===== config.mk =====
export PLATFORM = sky130hd
export DESIGN_NAME = assc_scan_ctrl
export DESIGN_NICKNAME = d
export VERILOG_FILES = /design/src/hdl/assc_pkg.sv /design/src/hdl/assc_trig_sync.sv /design/src/hdl/assc_acq_timer.sv /design/src/hdl/assc_scan_ctrl.sv
export SDC_FILE = /design/constraint.sdc
export NUM_CORES = 1
export LEC_CHECK = 0
export ABC_AREA = 1
export BUFFER_PORTS_ARGS = -buffer_cell sky130_fd_sc_hd__buf_2
export CAP_MARGIN = 20
export CORE_MARGIN = 3
export CORE_UTILIZATION = 50
export DETAILED_ROUTE_END_ITERATION = 8
export GPL_TIMING_DRIVEN = 0
export PLACE_DENSITY = 0.74
export SYNTH_ARGS = -nofsm -noshare
export SYNTH_HDL_FRONTEND = slang
export SYNTH_SLANG_ARGS = --single-unit

===== constraint.sdc =====
create_clock -name mclk -period 2.2 [get_ports mclk]
set_input_delay 0.44 -clock mclk [delete_from_list [all_inputs] [get_ports mclk]]
set_output_delay 0.44 -clock mclk [all_outputs]
set_load 0.01 [all_outputs]

===== src/hdl/assc_pkg.sv =====
// Package: register map, field layout and codes for the scan sequence control block
package assc_pkg;
  localparam logic [7:0]  SCAN_CTRL_OFFSET = 8'h10;
  localparam logic [31:0] SCAN_CTRL_RESET  = 32'h0000_0000;
  // Writable bits; bit 31, 27:25, 19, 7:6 and 3 are reserved
  localparam logic [31:0] SCAN_CTRL_MASK   = 32'h71F7_FF37;
  localparam int TRIG_SEL_LSB  = 28;
  localparam int TRIG_EN_BIT   = 24;
  localparam int ACQ_LSB       = 20;
  localparam int REF_LSB       = 16;
  localparam int CHMASK_LSB    = 8;
  localparam int RES_LSB       = 4;
  localparam int ALIGN_BIT     = 2;
  localparam int DIFFERENTIAL_INPUT_MODE_BIT      = 1;
  localparam int REP_BIT       = 0;
  localparam logic [3:0] ACQ_MAX_CODE = 4'h8;
  localparam logic [1:0] RES_12BIT = 2'h0;
  localparam logic [1:0] RES_8BIT  = 2'h1;
  localparam logic [1:0] RES_6BIT  = 2'h2;
  localparam logic [1:0] RES_OVS   = 2'h3;
  localparam logic [2:0] REF_1V25      = 3'h0;
  localparam logic [2:0] REF_2V5       = 3'h1;
  localparam logic [2:0] REF_SUPPLY    = 3'h2;
  localparam logic [2:0] REF_5VDIFF    = 3'h3;
  localparam logic [2:0] REF_EXTSINGLE = 3'h4;
  localparam logic [2:0] REF_2XEXTDIFF = 3'h5;
  localparam logic [2:0] REF_2XSUPPLY  = 3'h6;
  typedef enum logic [1:0] {
    ASSC_IDLE    = 2'b00,
    ASSC_ACQUIRE = 2'b01,
    ASSC_CONVERT = 2'b11
  } assc_state_e;
endpackage


===== src/hdl/assc_trig_sync.sv =====
// Event channel synchroniser and start pulse for the scan sequence
`timescale 1ns/1ps
`default_nettype none
module assc_trig_sync (
  input  wire logic       mclk,
  input  wire logic       nrst,
  input  wire logic [7:0] eventIn,
  input  wire logic [2:0] channelSel,
  input  wire logic       trigEnable,
  output logic            startPulse
);
  typedef struct packed {
    logic [7:0] s1;
    logic [7:0] s2;
    logic [7:0] s3;
    logic [7:0] level;
    logic       start;
  } assc_sync_s;
  assc_sync_s r;
  assc_sync_s next_r;
  always_comb
  begin
    next_r = r;
    next_r.s1 = eventIn;
    next_r.s2 = r.s1;
    next_r.s3 = r.s2;
    // Level only moves once stages two and three agree
    for (int i = 0; i < 8; i++)
    begin
      if (r.s2[i] == r.s3[i])
      begin
        next_r.level[i] = r.s3[i];
      end
    end
    // Rising edge of the chosen channel; disabled trigger never starts
    next_r.start = trigEnable && r.s3[channelSel] && !r.level[channelSel]
                   && (r.s2[channelSel] == r.s3[channelSel]); // see R1
  end
  always_ff @(posedge mclk or negedge nrst)
  begin
    if (!nrst)
    begin
      r <= '0;
    end
    else
    begin
      r <= next_r;
    end
  end
  assign startPulse = r.start;
endmodule // assc_trig_sync
`default_nettype wire


===== src/hdl/assc_acq_timer.sv =====
// Acquisition timer: counts 2**code converter clock cycles
`timescale 1ns/1ps
`default_nettype none
module assc_acq_timer (
  input  wire logic       mclk,
  input  wire logic       nrst,
  input  wire logic       load,
  input  wire logic [3:0] acqCode,
  output logic            done
);
  typedef struct packed {
    logic [8:0] count;
    logic       busy;
    logic       done;
  } assc_tmr_s;
  assc_tmr_s r;
  assc_tmr_s next_r;
  logic [3:0] code;
  always_comb
  begin
    next_r = r;
    next_r.done = 1'b0;
    // Codes above 8 are clipped to the longest time
    code = (acqCode > assc_pkg::ACQ_MAX_CODE) ? assc_pkg::ACQ_MAX_CODE : acqCode;
    if (load)
    begin
      next_r.count = 9'(9'h001 << code) - 9'h001;
      next_r.busy = 1'b1;
    end
    else if (r.busy)
    begin
      if (r.count == 9'h000)
      begin
        next_r.busy = 1'b0;
        next_r.done = 1'b1;
      end
      else
      begin
        next_r.count = r.count - 9'h001;
      end
    end
  end
  always_ff @(posedge mclk or negedge nrst)
  begin
    if (!nrst)
    begin
      r <= '0;
    end
    else
    begin
      r <= next_r;
    end
  end
  assign done = r.done;
endmodule // assc_acq_timer
`default_nettype wire


===== src/hdl/assc_scan_ctrl.sv =====
// Scan sequence control register, trigger and channel sequencer
//
// Behaviour
// Trigger channel field 30:28 picks which of eight event channels may start a scan.
// With trigger enable set an event on that channel starts a scan, otherwise none does.
// Acquisition field 23:20 gives 2**value converter clock cycles per sample, 1 to 256.
// Software writes zero to reserved bits 31, 27:25, 19, 7:6 and 3.
// Reference field 18:16 selects one of seven references, codes 0 to 6.
// Single ended, each set mask bit n includes input n; several may be set.
// Differential, mask bits 0 to 3 include pairs 0/1 to 6/7; upper nibble reserved.
// Resolution 0,1,2 give 12, 8, 6 bits; code 3 enables oversampling.
// Alignment bit 2 right aligns at 0 and left aligns at 1.
// Bit 1 selects differential inputs and the differential mask meaning.
// Repetitive bit 0 stops after one sequence at 0, repeats until a stop at 1.
// All fields reset to zero and read back as written, reserved bits as zero.
//
// The plain strobed port was decided locally.
`timescale 1ns/1ps
`default_nettype none
module assc_scan_ctrl (
  input  wire logic        mclk,
  input  wire logic        nrst,
  input  wire logic [7:0]  regAddr,
  input  wire logic [31:0] regWdata,
  input  wire logic        regWrite,
  input  wire logic        regRead,
  output logic      [31:0] regRdata,
  input  wire logic [7:0]  eventIn,
  input  wire logic        scanStart,
  input  wire logic        scanStopCommand,
  input  wire logic        convDone,
  output logic             convStart,
  output logic      [2:0]  convChannel,
  output logic             convDiff,
  output logic      [2:0]  convReference,
  output logic      [1:0]  convResolution,
  output logic             convOversample,
  output logic             resultAlignLeft,
  output logic             sampling,
  output logic             scanActive,
  output logic             sequenceDone
);
  typedef struct packed {
    logic [31:0]           ctrl;
    logic [31:0]           rdata;
    assc_pkg::assc_state_e state;
    logic [2:0]            chan;
    logic [7:0]            pending;
    logic                  convStart;
    logic                  sampling;
    logic                  seqDone;
    logic                  stopReq;
    logic                  ovs;
    logic                  active;
  } assc_ctrl_s;
  assc_ctrl_s r;
  assc_ctrl_s next_r;
  logic       trigStart;
  logic       acqDone;
  logic [7:0] effMask;
  logic [7:0] nextPending;
  logic [2:0] firstChan;
  logic       anyChan;
  logic       acqLoad;

  assc_trig_sync uSync (
    .mclk       (mclk),
    .nrst       (nrst),
    .eventIn    (eventIn),
    .channelSel (r.ctrl[assc_pkg::TRIG_SEL_LSB +: 3]),
    .trigEnable (r.ctrl[assc_pkg::TRIG_EN_BIT]),
    .startPulse (trigStart)
  );

  assc_acq_timer uTimer (
    .mclk    (mclk),
    .nrst    (nrst),
    .load    (acqLoad),
    .acqCode (r.ctrl[assc_pkg::ACQ_LSB +: 4]),
    .done    (acqDone)
  );

  // Differential mode only honours the low nibble; reserved patterns are ignored
  always_comb
  begin
    if (r.ctrl[assc_pkg::DIFFERENTIAL_INPUT_MODE_BIT])
    begin
      effMask = {4'h0, r.ctrl[assc_pkg::CHMASK_LSB +: 4]}; // see R7
    end
    else
    begin
      effMask = r.ctrl[assc_pkg::CHMASK_LSB +: 8];
    end
  end

  // Lowest pending entry is sampled first
  always_comb
  begin
    firstChan = 3'h0;
    anyChan = 1'b0;
    for (int i = 7; i >= 0; i--)
    begin
      if (r.pending[i])
      begin
        firstChan = 3'(i);
        anyChan = 1'b1;
      end
    end
  end

  assign acqLoad = next_r.sampling && !r.sampling;

  always_comb
  begin
    next_r = r;
    next_r.convStart = 1'b0;
    next_r.seqDone = 1'b0;
    nextPending = r.pending;
    // Register port; reserved bits are dropped so they read as zero
    if (regWrite && (regAddr == assc_pkg::SCAN_CTRL_OFFSET))
    begin
      next_r.ctrl = regWdata & assc_pkg::SCAN_CTRL_MASK; // see R4
    end
    next_r.rdata = 32'h0000_0000;
    if (regRead && (regAddr == assc_pkg::SCAN_CTRL_OFFSET))
    begin
      next_r.rdata = r.ctrl;
    end
    // A stop arriving mid scan is kept until the current conversion ends
    if (scanStopCommand && (r.state != assc_pkg::ASSC_IDLE))
    begin
      next_r.stopReq = 1'b1;
    end
    case (r.state)
      assc_pkg::ASSC_IDLE:
      begin
        next_r.stopReq = 1'b0;
        if ((trigStart || scanStart) && (effMask != 8'h00))
        begin
          next_r.pending = effMask;
          next_r.state = assc_pkg::ASSC_ACQUIRE;
          next_r.sampling = 1'b1;
        end
      end
      assc_pkg::ASSC_ACQUIRE:
      begin
        next_r.chan = firstChan;
        if (!anyChan)
        begin
          // Nothing left to sample; fall back to idle rather than convert a stale channel
          next_r.sampling = 1'b0;
          next_r.state = assc_pkg::ASSC_IDLE;
        end
        else if (acqDone)
        begin
          next_r.sampling = 1'b0;
          next_r.convStart = 1'b1;
          next_r.state = assc_pkg::ASSC_CONVERT;
        end
      end
      assc_pkg::ASSC_CONVERT:
      begin
        if (convDone)
        begin
          nextPending[r.chan] = 1'b0;
          if (nextPending != 8'h00 && !next_r.stopReq)
          begin
            next_r.pending = nextPending;
            next_r.state = assc_pkg::ASSC_ACQUIRE;
            next_r.sampling = 1'b1;
          end
          else
          begin
            next_r.seqDone = 1'b1;
            // Repeat only when enabled, not stopped and something is still selected
            if (r.ctrl[assc_pkg::REP_BIT] && !next_r.stopReq && effMask != 8'h00)
            begin
              next_r.pending = effMask;
              next_r.state = assc_pkg::ASSC_ACQUIRE;
              next_r.sampling = 1'b1;
            end
            else
            begin
              next_r.pending = 8'h00;
              next_r.state = assc_pkg::ASSC_IDLE;
            end
          end
        end
      end
      default:
      begin
        next_r.state = assc_pkg::ASSC_IDLE;
        next_r.sampling = 1'b0;
      end
    endcase
    // Decodes are registered so the core never sees a settling glitch
    next_r.ovs = (next_r.ctrl[assc_pkg::RES_LSB +: 2] == assc_pkg::RES_OVS);
    next_r.active = (next_r.state != assc_pkg::ASSC_IDLE);
  end

  always_ff @(posedge mclk or negedge nrst)
  begin
    if (!nrst)
    begin
      r <= '0;
      r.ctrl <= assc_pkg::SCAN_CTRL_RESET;
      r.state <= assc_pkg::ASSC_IDLE;
    end
    else
    begin
      r <= next_r;
    end
  end

  // Settings driven to the core are register bits, so outputs stay flopped
  assign regRdata        = r.rdata;
  assign convStart       = r.convStart;
  assign convChannel     = r.chan; // see R6
  assign convDiff        = r.ctrl[assc_pkg::DIFFERENTIAL_INPUT_MODE_BIT];
  assign convReference   = r.ctrl[assc_pkg::REF_LSB +: 3];
  assign convResolution  = r.ctrl[assc_pkg::RES_LSB +: 2];
  assign convOversample  = r.ovs;
  assign resultAlignLeft = r.ctrl[assc_pkg::ALIGN_BIT];
  assign sampling        = r.sampling;
  assign scanActive      = r.active;
  assign sequenceDone    = r.seqDone;
endmodule // assc_scan_ctrl
`default_nettype wire


# After elaboration in Yosys (flattened, before gate mapping)
# Cells that the tools add are included.
# Widths: inputs -> output; s select.
dict set report classes {
  addsub 2
  multipliers 0
  div_mod_pow 0
  n_lt_le_gt_ge 4
  n_eq_ne 16
  shifts 1
  muxes 58
  bitwise_logic 2
  n_reduce_logical 26
}
# operator n
set op_table {}
lappend op_table {{$mux 8} 5}
lappend op_table {{$mux 31} 1}
lappend op_table {{$mux 1} 24}
lappend op_table {{$mux 3} 8}
lappend op_table {{$sub 9x1->9 const B} 2}
lappend op_table {{$mux 2} 8}
lappend op_table {{$pmux 8 s2} 1}
lappend op_table {{$reduce_bool 8->1} 2}
lappend op_table {{$logic_and 1x1->1} 12}
lappend op_table {{$mux 11} 1}
lappend op_table {{$mux 10} 1}
lappend op_table {{$bmux 1 s3} 3}
lappend op_table {{$eq 1x1->1} 9}
lappend op_table {{$logic_not 9->1} 1}
lappend op_table {{$mux 9} 1}
lappend op_table {{$shl 1x4->9 const A} 1}
lappend op_table {{$and 8x8->8} 1}
lappend op_table {{$eq 8x5->1 const B} 1}
lappend op_table {{$lt 3x4->1 const B} 2}
lappend op_table {{$not 8->8} 1}
lappend op_table {{$reduce_bool 2->1} 4}
lappend op_table {{$mux 6} 1}
lappend op_table {{$ne 2x2->1 const B} 3}
lappend op_table {{$pmux 2 s3} 1}
lappend op_table {{other kinds (12)} 15}
dict set report word_totals {
  ff_bits 119
  latch_bits 0
  ram_bits 0
  mem_bits_ro 0
  elab_cells 136
  mem_count 0
}

# Longest topological paths before layout
dict set report logic_depth {
  ltp_word 14
  ltp_mapped 14
  depth_no_buf 14
}

# Hierarchy
# Synthesis repeated with hierarchy kept, for this count alone.
dict set report unflattened {
  cells_unflattened 581
  area_unflattened_um2 5132.4
}
# mod instances cells_per_inst area_each_um2
set modules_own_cells {}
lappend modules_own_cells {assc_scan_ctrl 1 372 3214.3}
lappend modules_own_cells {assc_trig_sync 1 78 1078.5}
lappend modules_own_cells {assc_acq_timer 1 131 839.6}

# Worst setup path after synthesis
# No wires, ideal clock.
dict set report synth_path {
  path_kind {register to register}
  from {register uTimer.r[2] (netlist name)}
  to {register uTimer.r[6] (netlist name)}
  setup_ns 0.117
  arrival_ns 1.582
  setup_slack_ns 0.501
  stages_incl_launch_ff 13
  n_path_buf 0
  synth_period_minus_slack_ns 1.699
  path_cell_list {dfrtp_1 inv_1 ha_1 nand2_1 nor2_1 nand3_1 o21ai_0 inv_1 nand2_1 xor2_1 inv_1 nand2_1 o21ai_2}
}
dict set report synth_via {
  elab_chain_len 4
}
# element line_no
set synth_lines {}
lappend synth_lines {{start, declared} assc_acq_timer.sv:16} ;# assc_tmr_s r;
lappend synth_lines {{start signal, assigned} assc_acq_timer.sv:51} ;# r <= next_r;
lappend synth_lines {{$sub 9x1->9} assc_acq_timer.sv:39} ;# next_r.count = r.count - 9'h001;
lappend synth_lines {{$mux 9} assc_acq_timer.sv:32} ;# if (r.count == 9'h000)
lappend synth_lines {{$mux 11} assc_acq_timer.sv:30} ;# else if (r.busy)
lappend synth_lines {{$mux 10} assc_acq_timer.sv:25} ;# if (load)
# Parallel ways exist; a longest one is shown, timed or not. The select of a mux whose other input is x is not followed.
# A chain may end at the register's enable or synchronous reset.

# Final worst setup path
dict set report layout_path {
  from {register r (netlist bit convChannel[0])}
  to {register r[12] (netlist name)}
}
dict set report layout_via {
  elab_chain_len 11
}
# element line_no
set layout_lines {}
lappend layout_lines {{start, declared} assc_scan_ctrl.sv:56} ;# assc_ctrl_s r;
lappend layout_lines {{start signal, assigned} assc_scan_ctrl.sv:211} ;# r <= next_r;
lappend layout_lines {{$lt 3x4->1 (implied by the code) or $ge 3x1->1 (tied branches)} assc_scan_ctrl.sv:165} ;# nextPending[r.chan] = 1'b0;
lappend layout_lines {{$logic_and 1x1->1 (implied by the code)} assc_scan_ctrl.sv:165}
lappend layout_lines {{$mux 1 (implied by the code)} assc_scan_ctrl.sv:165}
lappend layout_lines {{$demux 1 s3 *} assc_scan_ctrl.sv:165}
lappend layout_lines {{$not 8->8 (no source line) *} --}
lappend layout_lines {{$and 8x8->8 (no source line) *} --}
lappend layout_lines {{$reduce_bool 8->1} assc_scan_ctrl.sv:166} ;# if (nextPending != 8'h00 && !next_r.stopReq)
lappend layout_lines {{$logic_and 1x1->1} assc_scan_ctrl.sv:166}
lappend layout_lines {{$mux 8 *} assc_scan_ctrl.sv:166}
lappend layout_lines {{$mux 8 *} assc_scan_ctrl.sv:163} ;# if (convDone)
lappend layout_lines {{$pmux 8 s2 *} assc_scan_ctrl.sv:134} ;# case (r.state)
# Every way passes the cells marked *; elsewhere a longest branch is shown, timed or not. The select of a mux whose other input is x is not followed.

==> run metrics <==
Post-synth ARST share 100%; Comb pwr share 24.8%; M1 WL 4330 um; Core Area 0.00933 sq mm; highest metal used met4; flop-to-flop setup slack 0.20 ns; clock-pin slew on the worst setup and hold paths 0.12 ns; mux contribution to synthesized area 0%; met2 routed WL 4610 um; DR WL/cell 12.5 um; Nets 683; min Tclk post-route 2.00 ns; MaxCap Viol Count 0; CP startpoint kind flip-flop; 1st-iter DRT viols 195; global-route wire length before repair 16,100 um; cells along the critical path inv_1 -> nand3_1 -> nand2_1 -> nand2_1 -> nor2_1 -> nand2_1 -> nand2_2 -> nand2_2 -> a21oi_1 -> o22ai_1; RSZ-0062 raised after global routing false; die height 105 um; I/O Buffers 85; cells after synthesis 522; CP required 2.43 ns; worst r2r dst r[12]; adder and majority gate portion of the synthesized area 2.17%; most frequent cell after synthesis dfrtp_1; WS Path Type flip-flop to flip-flop; largest family of logic cells by synthesized area simple AND/OR/NAND/NOR gates; # clock sinks 111; nature of the critical path endpoint flip-flop; most used cell, CP nand2_1; Setup Fix Bufs, Post-CTS 0; antenna violations before repair 0; number of hold-repair buffers added at the cts stage 0; io pins 102; total global routing overflow 0; Layout Cells excl Fill 760; Min-Delay Path Class primary input to asynchronous set/reset pin; Max Fclk 501 MHz; Clock Path Buffers 2; slowest CP cell a21oi_1; post-cts sizing count 0; Synth area leaders dfrtp_1, buf_4, nor2_1; Peak VDD IR 0.000373 V; Slew Viols, Final 0; synthesis-to-layout area growth 17.6%; critical path fanouts, max 8; family with the most delay on the worst path compound AO/OA/AOI/OAI gates; Final HPWL DP 6990 um; FF+latch count, synth 111; Final Routed Wirelength 9530 um; share of power burned in registers 50.2%; Layout Skew 0.0177 ns; crit path DAT 2.23 ns; top-area cell type share of the netlist area 57.2%; Leakage Power 3.11 nW; GP Congestion 0.874; CTS root buf clkbuf_8; Simple-Gate Fraction of Synth Area 18.5%; number of synthesized flops with an enable pin 0; compound-gate portion of the synthesized area 8.04%; final hold vios 0; Initial Utilization 52.0%; drt first pass iters 4; Syn Area/Cell 9.30 sq um; Netlist Area Pre-Place 0.00485 sq mm; internal power 3.22 mW; Levels on crit path 10; post-route clock period utilization 90.7%; vias in the first global route 3,464; Synth Flop Type dfrtp_1; relative slew slack 56.6%; DRT antenna net count 0; CP Buf/Inv Count 1; # H-tree levels 3; R2R depth 10; largest area contributor in the netlist dfrtp_1; Die Area 0.0109 sq mm; Placed Cells 744; Seq/Total Area, Yosys 57.2%; crit path to r[12]; DR WL met3 470 um; Post-Synth XOR/XNOR Area 1.08%; ANT cells 0; Unique masters post-synth 37; Psw 1.69 mW; DR vias/cell 4.77; Final setup viols 0; maximum number of pins on one net before global-route repair 63; vias 3,626; Clk pwr share 25.0%; slowest stage delay, CP 0.46 ns; gr usage total 18.2%; power per cell area 859 mW/mm^2; clock buffer count from CTS 9; synthesis warning total 0; sw frac 34.4%; status finished, final reports clean; setup_tns 0 ns; share of cells above drive strength 1 25.2%; TritonCTS clock tree built; drt drc 0; clk_lat worst skew 0.38 ns; synth cell count leaders dfrtp_1, nor2_1, nand2_1, inv_1, buf_4; die width 105 um; # rows 35; CP startpoint convChannel[0]; reg2reg start convChannel[0]; Worst Max-Slew Pin Slew 0.652 ns
## cell type report
type / instances / area, sq um
timing repair buffer: 86 / 455
tap: 129 / 161
fill: 827 / 3620
sequential: 111 / 2780
buffer: 50 / 354
inverter: 72 / 270
multi-input combinational: 296 / 1480
clock buffer: 9 / 124
clock inverter: 7 / 85.1
## routing by layer
| metal | vias up | global-route usage (%) |
|---|---|---|
| met4 | 0 | 5.98 |
| li1 | 1824 | - |
| met2 | 96 | 29.4 |
| met3 | 12 | 3.48 |
| met5 | - | 0 |
| met1 | 1694 | 24.9 |
## how the worst min path moves through the flow
stage / start / slack [ns] / cells after the start / endpoint
2_1_floorplan: nrst / 0.14 / 0 / convChannel[0]
3_3_place_gp: uSync.next_r[17] / 0.33 / 0 / uSync.next_r[9]
3_5_place_dp: uSync.next_r[20] / 0.34 / 0 / uSync.next_r[12]
4_1_cts: nrst / 0.09 / 1 / convReference[1]
5_1_grt: nrst / 0.10 / 1 / uSync.next_r[19]
6_report: nrst / 0.06 / 1 / uSync.next_r[19]
## worst register-to-register path, cell delays in order, from the launching register on
cell and delay (ns):
dfrtp_1 0.45, inv_1 0.15, nand3_1 0.14, nand2_1 0.09, nand2_1 0.05, nor2_1 0.10, nand2_1 0.08, nand2_2 0.08
nand2_2 0.08, a21oi_1 0.46, o22ai_1 0.19
## flip-flops by register name, indices dropped and copies added (netlist names), 2 cells and up
register and count:
convResolution 2, uSync.next_r 16, uSync.r 16, regRdata 24, convReference 3, r 28, uTimer.r 10, convChannel 3
## per-stage QoR
stage          setup slack (ns)  util [%]  instance area [sq um]  hold slack, ns  total power [mW]
4_1_cts                   0.203      61.2                   5710          0.0876              4.95
5_1_grt                 0.00957      61.2                   5710           0.101              5.23
6_report                  0.204      61.2                   5710          0.0634              4.90
3_5_place_dp              0.220      58.9                   5500           0.338              3.72
3_3_place_gp             -0.546      58.6                   5470           0.332              3.67
2_1_floorplan             0.501         -                   4880           0.144              3.38
## cells in the final DEF, fill, tap and decap left out, types with 3 or more instances in the layout
cell type / instances
nor2_1: 74
nand4_1: 5
inv_1: 69
maj3_1: 8
conb_1: 8
o22ai_1: 11
a21oi_1: 29
nand2_2: 3
clkbuf_1: 6
nand2_1: 71
xor2_1: 6
nor3_1: 7
buf_4: 41
buf_2: 85
clkinv_8: 3
o21ai_0: 16
nand3_1: 33
dfrtp_1: 111
o31ai_1: 4
clkbuf_8: 9
## cell families (layout without fill, tap and decap cells)
family | Yosys count | count (layout)
XOR/XNOR | 6 | 6
adder cells (fa/ha/maj) | 10 | 10
AND/OR/NAND/NOR | 206 | 206
AO/OA/AOI/OAI | 66 | 66
other | 1 | 8
buffers and inverters | 122 | 224
flip-flops | 111 | 111
## power groups by stage
stage	Clock (mW)	Combinational [mW]	Sequential (mW)
2_1_floorplan	0	0.907	2.47
3_3_place_gp	0	1.18	2.49
3_5_place_dp	0	1.21	2.50
4_1_cts	1.27	1.22	2.46
5_1_grt	1.36	1.38	2.50
6_report	1.23	1.21	2.46
Power figures use the tool's default switching activity.
